**src/include/esb_pkg.sv**
```systemverilog
`default_nettype none
package esb_pkg;
   // register byte addresses on the bus
   localparam int ESB_AW = 8;
   localparam logic [7:0] ESB_OFS_GEN = 8'h00;
   localparam logic [7:0] ESB_OFS_PTR = 8'h10;
   localparam logic [7:0] ESB_OFS_SEG = 8'h20;
   localparam logic [7:0] ESB_OFS_INSTR = 8'h30;
   localparam logic [7:0] ESB_OFS_FLAGS = 8'h34;
   localparam logic [7:0] ESB_OFS_OPCODE = 8'h38;
   localparam logic [7:0] ESB_OFS_PREV = 8'h3c;
   localparam logic [7:0] ESB_OFS_HIB = 8'h40;
   localparam logic [7:0] ESB_OFS_LOB = 8'h50;
   localparam logic [7:0] ESB_OFS_TLO = 8'h60;
   localparam logic [7:0] ESB_OFS_THI = 8'h64;
   localparam logic [7:0] ESB_OFS_FRAMES = 8'h68;
   localparam logic [7:0] ESB_OFS_CAUSE = 8'h6c;
   localparam logic [7:0] ESB_OFS_PINS = 8'h70;
   localparam logic [7:0] ESB_OFS_CTRL = 8'h74;
   // four word registers per file, one word apart
   localparam logic [7:0] ESB_FILE_SPAN = 8'h10;
   // flags word bit positions
   localparam int ESB_FL_CF = 0;
   localparam int ESB_FL_PF = 2;
   localparam int ESB_FL_AF = 4;
   localparam int ESB_FL_ZF = 6;
   localparam int ESB_FL_SF = 7;
   localparam int ESB_FL_TF = 8;
   localparam int ESB_FL_IF = 9;
   localparam int ESB_FL_DF = 10;
   localparam int ESB_FL_OF = 11;
   localparam logic [15:0] ESB_FLAGS_MASK = 16'h0fd5;
   localparam logic [15:0] ESB_FLAGS_RST = 16'h0000;
   // halt reason bit positions
   localparam int ESB_C_MATCH_A = 0;
   localparam int ESB_C_MATCH_B = 1;
   localparam int ESB_C_CHAINED = 2;
   localparam int ESB_C_UNMAPPED = 3;
   localparam int ESB_C_ABORT = 4;
   localparam int ESB_C_READY_TO = 5;
   localparam int ESB_C_HOLD_TO = 6;
   localparam int ESB_C_EXT = 7;
   localparam logic [7:0] ESB_CAUSE_NONE = 8'h00;
   // control register bits
   localparam int ESB_CTL_RUN = 0;
   localparam int ESB_CTL_ABORT = 1;
   // segment and pointer file indices
   localparam logic [1:0] ESB_SEG_CS = 2'h0;
   localparam logic [1:0] ESB_SEG_DATA = 2'h1;
   localparam logic [1:0] ESB_SEG_SS = 2'h2;
   localparam logic [1:0] ESB_SEG_EXTRA = 2'h3;
   localparam logic [2:0] ESB_MEM_PTR_BASE = 3'h4;
   // elapsed timer: 2 MHz ticks from the 25 MHz clock
   localparam logic [4:0] ESB_CLK_MHZ = 5'h19;
   localparam logic [4:0] ESB_TICK_MHZ = 5'h02;
   typedef enum logic {ESB_HALTED, ESB_RUNNING} esb_run_t;
endpackage
`default_nettype wire

```
**src/design/esb_emu_status.sv**
```systemverilog
// What this block does
// general words readable and writable as separate high and low bytes
// fetch address is code_seg base plus instr_ptr offset
// data references default to data_seg; string dest_index uses extra_seg
// references using stack_ptr or base_ptr default to stack_seg
// last fetch opcode register holds opcode of latest traced fetch
// prev_fetch_offset holds offset of latest traced fetch address
// 2 MHz timer advances while running; low half read-only
// high half of timer read-only, both halves one count
// 16-bit read-only count of valid trace frames held
// aux_carry_flag set on carry from bit 3 into bit 4
// carry_flag set on carry out of or borrow into msb
// flags_word holds nine single-bit status values
// trap_flag set puts processor into single-step mode
// halt reason bit is 1 when its condition is true
// bits 0 and 1: break_match_a or break_match_b matched
// bit 2: chained_match, both break registers in one instruction
// bit 3: unmapped_access halt on touching unmapped memory
// bit 4: operator abort request from the host
// bit 5: ready_wait_expired halt
// bit 6: hold_wait_expired halt
// bit 7: halt by ext_halt_line, driven by the outside party
// eight processor pin values readable
// at most one halt cause recorded at any time
// halt reason reads as no cause before any emulation
// flags_word layout: OF11 DF10 IF9 TF8 SF7 ZF6 AF4 PF2 CF0
`default_nettype none
module esb_emu_status (
   // clock and reset
   input wire logic CLK,
   input wire logic RST,
   // register bus
   input wire logic PSEL,
   input wire logic PENABLE,
   input wire logic PWRITE,
   input wire logic [esb_pkg::ESB_AW-1:0] PADDR,
   input wire logic [31:0] PWDATA,
   input wire logic [3:0] PSTRB,
   output logic [31:0] PRDATA,
   output logic PREADY,
   output logic PSLVERR,
   // trace capture
   input wire logic FETCH_STROBE,
   input wire logic [7:0] FETCH_OPCODE,
   input wire logic [15:0] FETCH_OFFSET,
   input wire logic FRAME_STORE,
   input wire logic TRACE_CLEAR,
   // arithmetic operands for flag update
   input wire logic ALU_VALID,
   input wire logic [15:0] ALU_A,
   input wire logic [15:0] ALU_B,
   input wire logic ALU_SUB,
   input wire logic ALU_BYTE,
   // address formation
   input wire logic [15:0] REF_OFFSET,
   input wire logic REF_USES_STACK,
   input wire logic REF_STRING_DEST,
   output logic [19:0] FETCH_ADDR,
   output logic [19:0] DATA_ADDR,
   // halt conditions
   input wire logic BREAK_MATCH_A,
   input wire logic BREAK_MATCH_B,
   input wire logic UNMAPPED_ACCESS,
   input wire logic READY_WAIT_EXPIRED,
   input wire logic HOLD_WAIT_EXPIRED,
   input wire logic EXT_HALT_LINE,
   // processor pins
   input wire logic PIN_READY,
   input wire logic PIN_NMI,
   input wire logic PIN_TEST,
   input wire logic PIN_HOLD,
   input wire logic PIN_RESET,
   input wire logic MIN_MAX_STRAP,
   input wire logic INTERRUPT_REQUEST_PIN,
   input wire logic REQUEST_GRANT_STATUS,
   // status
   output logic EMU_RUNNING,
   output logic SINGLE_STEP
);
   import esb_pkg::*;

   typedef struct packed {
      esb_run_t run;
      logic ack;
      logic err;
      logic [31:0] prdata;
      logic [3:0][15:0] seg;
      logic [15:0] instr;
      logic [15:0] flags;
      logic [7:0] opcode;
      logic [15:0] prev_ofs;
      logic [31:0] timer;
      logic [4:0] phase;
      logic [15:0] frames;
      logic [7:0] cause;
      logic [19:0] fetch_addr;
      logic [19:0] data_addr;
   } esb_state_t;

   esb_state_t s;
   esb_state_t next_s;

   ////////////////////////////////////////////////////////////////////////////
   // helpers

   function automatic logic [19:0] phys_addr(input logic [15:0] seg, input logic [15:0] ofs);
      phys_addr = {seg, 4'h0} + {4'h0, ofs};
   endfunction

   function automatic logic [15:0] merge16(input logic [15:0] old, input logic [15:0] val,
                                           input logic [1:0] strb);
      merge16 = old;
      if (strb[1]) merge16[15:8] = val[15:8];
      if (strb[0]) merge16[7:0] = val[7:0];
   endfunction

   function automatic logic in_file(input logic [7:0] addr, input logic [7:0] base);
      in_file = (addr >= base) && (addr < base + ESB_FILE_SPAN) && (addr[1:0] == 2'h0);
   endfunction

   // lowest set bit wins, so only one cause is ever kept
   function automatic logic [7:0] one_cause(input logic [7:0] ev);
      one_cause = ESB_CAUSE_NONE;
      for (int i = 7; i >= 0; i--) begin
         if (ev[i]) one_cause = 8'h01 << i;
      end
   endfunction

   function automatic logic [15:0] alu_flags(input logic [15:0] old, input logic [15:0] a,
                                             input logic [15:0] b, input logic sub,
                                             input logic byte_op);
      logic [15:0] bb;
      logic [16:0] wsum;
      logic [8:0] bsum;
      logic [15:0] res;
      logic cout;
      logic ma;
      logic mb;
      logic mr;
      bb = sub ? ~b : b;
      wsum = {1'b0, a} + {1'b0, bb} + {16'h0000, sub};
      bsum = {1'b0, a[7:0]} + {1'b0, bb[7:0]} + {8'h00, sub};
      res = wsum[15:0];
      cout = byte_op ? bsum[8] : wsum[16];
      ma = byte_op ? a[7] : a[15];
      mb = byte_op ? bb[7] : bb[15];
      mr = byte_op ? res[7] : res[15];
      alu_flags = old;
      alu_flags[ESB_FL_CF] = sub ? ~cout : cout;
      alu_flags[ESB_FL_AF] = a[4] ^ b[4] ^ res[4];
      alu_flags[ESB_FL_ZF] = byte_op ? (res[7:0] == 8'h00) : (res == 16'h0000);
      alu_flags[ESB_FL_SF] = mr;
      alu_flags[ESB_FL_PF] = ~^res[7:0];
      alu_flags[ESB_FL_OF] = (ma == mb) && (mr != ma);
   endfunction

   ////////////////////////////////////////////////////////////////////////////
   // bus decode

   logic setup_edge;
   logic first_acc;
   logic done_wr;
   logic hit_gen;
   logic hit_ptr;
   logic hit_hib;
   logic hit_lob;
   logic hit_seg;
   logic hit_mem;
   logic mapped;
   logic [1:0] fidx;
   logic [2:0] mem_idx;
   logic [1:0] mem_be;
   logic [15:0] mem_wdata;
   logic [15:0] mem_q;
   logic mem_we;
   logic [7:0] pins;
   logic [7:0] events;
   logic halt_now;
   logic abort_req;
   logic [15:0] wr16;
   logic [1:0] strb16;

   assign setup_edge = PSEL && !PENABLE;
   assign first_acc = PSEL && PENABLE && !s.ack;
   assign done_wr = PSEL && PENABLE && s.ack && PWRITE;
   assign hit_gen = in_file(PADDR, ESB_OFS_GEN);
   assign hit_ptr = in_file(PADDR, ESB_OFS_PTR);
   assign hit_hib = in_file(PADDR, ESB_OFS_HIB);
   assign hit_lob = in_file(PADDR, ESB_OFS_LOB);
   assign hit_seg = in_file(PADDR, ESB_OFS_SEG);
   assign hit_mem = hit_gen || hit_ptr || hit_hib || hit_lob;
   assign fidx = PADDR[3:2];
   assign wr16 = PWDATA[15:0];
   assign strb16 = PSTRB[1:0];
   assign mapped = hit_mem || hit_seg || (PADDR == ESB_OFS_INSTR) || (PADDR == ESB_OFS_FLAGS)
                   || (PADDR == ESB_OFS_OPCODE) || (PADDR == ESB_OFS_PREV)
                   || (PADDR == ESB_OFS_TLO) || (PADDR == ESB_OFS_THI)
                   || (PADDR == ESB_OFS_FRAMES) || (PADDR == ESB_OFS_CAUSE)
                   || (PADDR == ESB_OFS_PINS) || (PADDR == ESB_OFS_CTRL);

   // byte files share storage with the general words
   always_comb begin
      mem_idx = hit_ptr ? (ESB_MEM_PTR_BASE + {1'b0, fidx}) : {1'b0, fidx};
      mem_be = strb16;
      mem_wdata = wr16;
      if (hit_hib) begin
         mem_be = {PSTRB[0], 1'b0};
         mem_wdata = {PWDATA[7:0], 8'h00};
      end else if (hit_lob) begin
         mem_be = {1'b0, PSTRB[0]};
         mem_wdata = {8'h00, PWDATA[7:0]};
      end
   end

   assign mem_we = done_wr && hit_mem;

   esb_regmem #(
      .DW(16),
      .DEPTH(8),
      .AW(3)
   ) u_regmem (
      .clk(CLK),
      .rst(RST),
      .we(mem_we),
      .be(mem_be),
      .waddr(mem_idx),
      .wdata(mem_wdata),
      .raddr(mem_idx),
      .rdata(mem_q)
   );

   assign pins = {REQUEST_GRANT_STATUS, INTERRUPT_REQUEST_PIN, MIN_MAX_STRAP, PIN_RESET,
                  PIN_HOLD, PIN_TEST, PIN_NMI, PIN_READY};

   ////////////////////////////////////////////////////////////////////////////
   // halt causes

   assign abort_req = done_wr && (PADDR == ESB_OFS_CTRL) && PSTRB[0] && PWDATA[ESB_CTL_ABORT];

   always_comb begin
      events = ESB_CAUSE_NONE;
      events[ESB_C_CHAINED] = BREAK_MATCH_A && BREAK_MATCH_B;
      events[ESB_C_MATCH_A] = BREAK_MATCH_A && !BREAK_MATCH_B;
      events[ESB_C_MATCH_B] = BREAK_MATCH_B && !BREAK_MATCH_A;
      events[ESB_C_UNMAPPED] = UNMAPPED_ACCESS;
      events[ESB_C_ABORT] = abort_req;
      events[ESB_C_READY_TO] = READY_WAIT_EXPIRED;
      events[ESB_C_HOLD_TO] = HOLD_WAIT_EXPIRED;
      events[ESB_C_EXT] = EXT_HALT_LINE;
   end

   assign halt_now = (s.run == ESB_RUNNING) && (events != ESB_CAUSE_NONE);

   ////////////////////////////////////////////////////////////////////////////
   // next state

   always_comb begin
      next_s = s;

      // bus: one wait cycle so read data leaves a flip-flop
      if (first_acc) begin
         next_s.ack = 1'b1;
         next_s.err = !mapped;
         next_s.prdata = 32'h0000_0000;
         if (!PWRITE) begin
            if (hit_gen || hit_ptr) begin
               next_s.prdata[15:0] = mem_q;
            end else if (hit_hib) begin
               next_s.prdata[7:0] = mem_q[15:8];
            end else if (hit_lob) begin
               next_s.prdata[7:0] = mem_q[7:0];
            end else if (hit_seg) begin
               next_s.prdata[15:0] = s.seg[fidx];
            end else begin
               case (PADDR)
                  ESB_OFS_INSTR: next_s.prdata[15:0] = s.instr;
                  ESB_OFS_FLAGS: next_s.prdata[15:0] = s.flags;
                  ESB_OFS_OPCODE: next_s.prdata[7:0] = s.opcode;
                  ESB_OFS_PREV: next_s.prdata[15:0] = s.prev_ofs;
                  ESB_OFS_TLO: next_s.prdata[15:0] = s.timer[15:0];
                  ESB_OFS_THI: next_s.prdata[15:0] = s.timer[31:16];
                  ESB_OFS_FRAMES: next_s.prdata[15:0] = s.frames;
                  ESB_OFS_CAUSE: next_s.prdata[7:0] = s.cause;
                  ESB_OFS_PINS: next_s.prdata[7:0] = pins;
                  ESB_OFS_CTRL: next_s.prdata[ESB_CTL_RUN] = (s.run == ESB_RUNNING);
                  default: next_s.prdata = 32'h0000_0000;
               endcase
            end
         end
      end else if (s.ack) begin
         next_s.ack = 1'b0;
         next_s.err = 1'b0;
      end

      // writes land at the completing edge; read-only words ignore them
      if (done_wr) begin
         if (hit_seg) begin
            next_s.seg[fidx] = merge16(s.seg[fidx], wr16, strb16);
         end else if (PADDR == ESB_OFS_INSTR) begin
            next_s.instr = merge16(s.instr, wr16, strb16);
         end else if (PADDR == ESB_OFS_FLAGS) begin
            next_s.flags = merge16(s.flags, wr16, strb16) & ESB_FLAGS_MASK;
         end
      end

      // flag update from the arithmetic path beats a same-cycle write
      if (ALU_VALID) begin
         next_s.flags = alu_flags(next_s.flags, ALU_A, ALU_B, ALU_SUB, ALU_BYTE);
      end

      // trace capture
      if (FETCH_STROBE) begin
         next_s.opcode = FETCH_OPCODE;
         next_s.prev_ofs = FETCH_OFFSET;
      end
      // a store in the clearing cycle counts as the first frame
      if (TRACE_CLEAR) begin
         next_s.frames = {15'h0000, FRAME_STORE};
      end else if (FRAME_STORE && (s.frames != 16'hffff)) begin
         next_s.frames = s.frames + 16'h0001;
      end

      // run control and timer
      case (s.run)
         ESB_HALTED: begin
            if (done_wr && (PADDR == ESB_OFS_CTRL) && PSTRB[0] && PWDATA[ESB_CTL_RUN]) begin
               next_s.run = ESB_RUNNING;
               next_s.cause = ESB_CAUSE_NONE;
               next_s.timer = 32'h0000_0000;
               next_s.phase = 5'h00;
            end
         end
         ESB_RUNNING: begin
            // fractional prescaler: 25 MHz has no whole divide to 2 MHz
            if (s.phase + ESB_TICK_MHZ >= ESB_CLK_MHZ) begin
               next_s.phase = s.phase + ESB_TICK_MHZ - ESB_CLK_MHZ;
               next_s.timer = s.timer + 32'h0000_0001;
            end else begin
               next_s.phase = s.phase + ESB_TICK_MHZ;
            end
            if (halt_now) begin
               next_s.run = ESB_HALTED;
               next_s.cause = one_cause(events);
            end
         end
         default: next_s.run = ESB_HALTED;
      endcase

      // address formation
      next_s.fetch_addr = phys_addr(s.seg[ESB_SEG_CS], s.instr);
      if (REF_USES_STACK) begin
         next_s.data_addr = phys_addr(s.seg[ESB_SEG_SS], REF_OFFSET);
      end else if (REF_STRING_DEST) begin
         next_s.data_addr = phys_addr(s.seg[ESB_SEG_EXTRA], REF_OFFSET);
      end else begin
         next_s.data_addr = phys_addr(s.seg[ESB_SEG_DATA], REF_OFFSET);
      end
   end

   ////////////////////////////////////////////////////////////////////////////
   // state register

   always_ff @(posedge CLK or posedge RST) begin
      if (RST) begin
         s <= '0;
         s.run <= ESB_HALTED;
         s.flags <= ESB_FLAGS_RST;
         s.cause <= ESB_CAUSE_NONE;
      end else begin
         s <= next_s;
      end
   end

   ////////////////////////////////////////////////////////////////////////////
   // outputs

   assign PRDATA = s.prdata;
   assign PREADY = PSEL && PENABLE && s.ack;
   assign PSLVERR = PSEL && PENABLE && s.ack && s.err;
   assign FETCH_ADDR = s.fetch_addr;
   assign DATA_ADDR = s.data_addr;
   assign EMU_RUNNING = (s.run == ESB_RUNNING);
   assign SINGLE_STEP = s.flags[ESB_FL_TF];
endmodule // esb_emu_status
`default_nettype wire

```
**src/design/esb_regmem.sv**
```systemverilog
`default_nettype none
module esb_regmem #(
   parameter int DW = 16,
   parameter int DEPTH = 8,
   parameter int AW = 3
) (
   // clock and reset
   input wire logic clk,
   input wire logic rst,
   // write port with byte enables
   input wire logic we,
   input wire logic [1:0] be,
   input wire logic [AW-1:0] waddr,
   input wire logic [DW-1:0] wdata,
   // registered read port
   input wire logic [AW-1:0] raddr,
   output logic [DW-1:0] rdata
);
   typedef struct packed {
      logic [DEPTH-1:0][DW-1:0] mem;
      logic [DW-1:0] q;
   } esb_mem_t;

   esb_mem_t s;
   esb_mem_t next_s;

   always_comb begin
      next_s = s;
      // read before write: same-cycle write shows on the next read
      next_s.q = s.mem[raddr];
      if (we && be[1]) begin
         next_s.mem[waddr][DW-1:DW/2] = wdata[DW-1:DW/2];
      end
      if (we && be[0]) begin
         next_s.mem[waddr][DW/2-1:0] = wdata[DW/2-1:0];
      end
   end

   always_ff @(posedge clk or posedge rst) begin
      if (rst) begin
         s <= '0;
      end else begin
         s <= next_s;
      end
   end

   assign rdata = s.q;
endmodule // esb_regmem
`default_nettype wire

```
**config.mk**
```make
export PLATFORM = sky130hd
export DESIGN_NAME = esb_emu_status
export DESIGN_NICKNAME = d
export VERILOG_FILES = /design/src/include/esb_pkg.sv /design/src/design/esb_emu_status.sv /design/src/design/esb_regmem.sv
export SDC_FILE = /design/constraint.sdc
export NUM_CORES = 1
export LEC_CHECK = 0
export ABC_AREA = 1
export BUFFER_PORTS_ARGS = -buffer_cell sky130_fd_sc_hd__buf_2
export CAP_MARGIN = 20
export CORE_MARGIN = 1.5
export CORE_UTILIZATION = 40
export DETAILED_ROUTE_END_ITERATION = 10
export GPL_TIMING_DRIVEN = 0
export SYNTH_ARGS = -nofsm -noshare
export SYNTH_HDL_FRONTEND = slang
export SYNTH_SLANG_ARGS = --single-unit
export TNS_END_PERCENT = 5
```
**constraint.sdc**
```tcl
create_clock -name CLK -period 14.85 [get_ports CLK]
set_input_delay 0.7425 -clock CLK [delete_from_list [all_inputs] [get_ports CLK]]
set_output_delay 0.7425 -clock CLK [all_outputs]
set_load 0.01 [all_outputs]
```
==> impl_metrics.tcl <==
set metrics [dict create \
    setup-violations-final 0 \
    drive_gt1_share_pct 12.5 \
    cts_made_buffers 43 \
    estimated_wirelength_of_the_detail_placed_design_um 53000 \
    worst_setup_path_end_kind "flop" \
    floorplan.rows 82 \
    final_design_area_no_fill_mm2 0.0237 \
    h-tree-depth 2 \
    synth-simple-area-share_pct 20.5 \
    antenna_left 0 \
    cp_max_fanout 10 \
    die_width_um 229 \
    fillCellCount 5035 \
    clk_buf_depth 3 \
    setup.reg_to_reg.worst_slack_ns 11.28 \
    overall_global_routing_usage_pct 26.0 \
    mappedNetlistArea_mm2 0.0205 \
    post_synthesis_adder_cell_area_fraction_pct 3.60 \
    data_arrival_time_of_the_critical_path_ns 4.09 \
    synthToLayoutAreaGrowth_pct 15.9 \
    cts.repair.resized 0 \
    place_worst_setup_slack_ns 10.64 \
    ir_drop_uv 75.7 \
    boundaryPins 219 \
    synth_top_family_by_area "simple AND/OR/NAND/NOR gates" \
    worst_skew_pair_latency_ns 0.59 \
    place_area_mm2 0.0224 \
    grt_first_pass_wirelength_um 106000 \
    avgViaCountPerCell 5.43 \
    yosys.area.top_type "dfrtp_1" \
    design.die.area_mm2 0.0525 \
    cts_root_buf "clkbuf_16" \
    required_ns 15.30 \
    clock_sink_count 377 \
    timing.slew.headroom_pct 21.9 \
    cts.reportedPaths.clkPinSlew_ns 0.06 \
    final_max_slew_viol_count 0 \
    synth-warning-count 0 \
    grt_antenna_before_repair 2 \
    rr_worst_depth 11 \
    final_routed_wirelength_across_all_metal_layers_um 68800 \
    synth_enable_flop_cells 0 \
    critical_path.startpoint_type "input port" \
    cap_violations 0 \
    timing.final.crit_period_ns 3.64 \
    grt.overflow.total 0 \
    ys_dominant_reg_cell "dfrtp_1" \
    post_synth_mux_area_share_pct 1.27 \
    synth_compound_gate_area_share_pct 16.3 \
    syn_inst 2563 \
    drc 0 \
    critical_path.startpoint "ALU_SUB" \
    cts_tree "built" \
    grt_start_max_net_pins 131 \
    clock-skew-final_ns 0.0310 \
    path_class "in -> reg" \
    grt_pass1_vias 18436 \
    hold_violations 0 \
    synth_top_area_share_pct 46.1 \
    dr_total_vias 19043 \
    detailedRoute.firstPassIterationCount 5 \
    synth.lib_cells_used.distinct 50 \
    initial_utilization_pct 40.7 \
    mean_post_synth_cell_area_um2 7.98 \
    setup_slack_ns 11.21 \
    synth_xor_area_share_pct 3.04 \
    ys_async_sr_fraction_pct 100 \
    unrepaired_setup_endpoints_after_global_routing "no" \
    detail_route.iter0.violations 1885 \
    hold_bufs_inserted_after_cts 0 \
    routability_congestion 0.953 \
    postLayoutCoreUtil_pct 47.2 \
    die_y_um 229 \
    final_min_period_over_clock_period_pct 24.5 \
    cellPowerDensity_mw_per_mm2 104 \
    nets_final 3005 \
    r2r_path_end "s[94]" \
    r2r-start "s[254]" \
    cts_setup_buffers 0 \
    post_synth_main_area_contributors "dfrtp_1 (46%), nand2_1 (13%), o21ai_0 (8.0%)" \
    core_mm2 0.0503 \
    final_common_cell "nand2_1" \
    worst_slew_pin_slew_ns 1.16 \
    routed_wire_length_per_instance_um 19.6 \
    clock.fmax_mhz 274 \
    leakage_nw 11.5 \
    run_status "complete, no violations" \
    synth_seq_cells 377 \
    hold_class "in -> async" \
    most-common-layout-cells "nand2_1 (691), dfrtp_1 (377), o21ai_0 (327), inv_1 (262), buf_2 (180)" \
    portBuffers 178 \
    yosysSeqAreaShare_pct 46.1 \
]
## area by class of cell
class / count / area [um^2] / area share (%)
Sequential cell: 377 / 9430 / 39.8
Multi-Input combinational cell: 1776 / 9220 / 38.9
Clock buffer: 66 / 1260 / 5.33
Inverter: 270 / 1020 / 4.30
Timing Repair Buffer: 182 / 985 / 4.15
Buffer: 155 / 856 / 3.61
Tap cell: 672 / 841 / 3.55
Clock inverter: 10 / 96.3 / 0.406
Antenna cell: 2 / 5.00 / 0.0211
## power breakdown
group	switching (W)	internal [W]	total (W)
logic	0.000212	0.000116	0.000328
registers	0.0000193	0.00106	0.00108
clock network	0.000445	0.000603	0.00105
## cells in the mapped netlist (4+ instances only)
cell type  count
buf_4         72
a22oi_1       59
and3_1         4
o21ai_0      327
o211ai_1      11
inv_1        263
nor2_1       126
nor4_1        11
nand2_1      691
clkbuf_1      78
xor2_1        50
xnor2_1       21
nand3b_1       5
clkinv_1       5
nand4_1       28
a21oi_1      103
nor3_1        46
a31oi_1       13
mux2_2        23
o22ai_1       26
a211oi_1      17
dfrtp_1      377
ha_1          54
a22o_1         4
a41oi_1        4
nand3_1       94
o221ai_1      14
## worst max-delay path, cell delays in order
cell and delay (ns):
clkbuf_1 0.43, clkbuf_1 0.57, xor2_1 0.17, ha_1 0.38, nand2_1 0.15, inv_1 0.06
nand2_1 0.06, nand2_1 0.06, inv_1 0.06, nand2_1 0.07, xnor2_1 0.31, ha_1 0.31
xor2_1 0.18, xor2_1 0.18, a221o_1 0.36
## through the flow
step / power (W) / TNS, ns / cells / hold slack (ns)
4_1_cts: 0.00247 / 0 / 3508 / 0.252
6_report: 0.00245 / 0 / 3510 / 0.243
2_1_floorplan: 0.00131 / 0 / 2578 / 0.374
3_5_place_dp: 0.00142 / 0 / 3432 / 0.422
5_1_grt: 0.00255 / 0 / 3509 / 0.264
3_3_place_gp: 0.00141 / -230.20 / 3428 / 0.414
## state kept, by name (all words and copies together), names as in the netlist
| signal | cells |
|---|---|
| s | 175 |
| SINGLE_STEP | 1 |
| u_regmem.s | 128 |
| PRDATA | 16 |
| FETCH_ADDR | 20 |
| EMU_RUNNING | 1 |
| u_regmem.rdata | 16 |
| DATA_ADDR | 20 |
## metal layers
| metal | wire [um] | part of all wire, % | up-vias | global-route usage [%] |
|---|---|---|---|---|
| met3 | 5540 | 8.1 | 122 | 4.63 |
| li1 | - | - | 8927 | - |
| met5 | 0 | 0 | - | 0 |
| met2 | 31200 | 45 | 789 | 41.1 |
| met1 | 29900 | 44 | 9205 | 36.1 |
| met4 | 2080 | 3.0 | 0 | 8.59 |
## worst max-delay path by stage
stage | cells past startpoint | slack (ns) | to
after detailed placement | 15 | 10.64 | s[127]
after floorplan | 1 | 3.64 | DATA_ADDR[0]
after CTS | 15 | 11.21 | s[127]
after global placement | 2 | -0.65 | DATA_ADDR[2]
final | 15 | 11.21 | s[127]
after global routing | 15 | 10.94 | s[127]
## cell families after synthesis
| kind of cell | Yosys count |
|---|---|
| mux | 23 |
| flops | 377 |
| fa+ha+maj | 57 |
| compound gates | 590 |
| other cells | 1 |
| xor+xnor | 71 |
| simple gates | 1019 |
| buf+inv | 425 |
No activity file was read; power rests on OpenSTA's default activity.
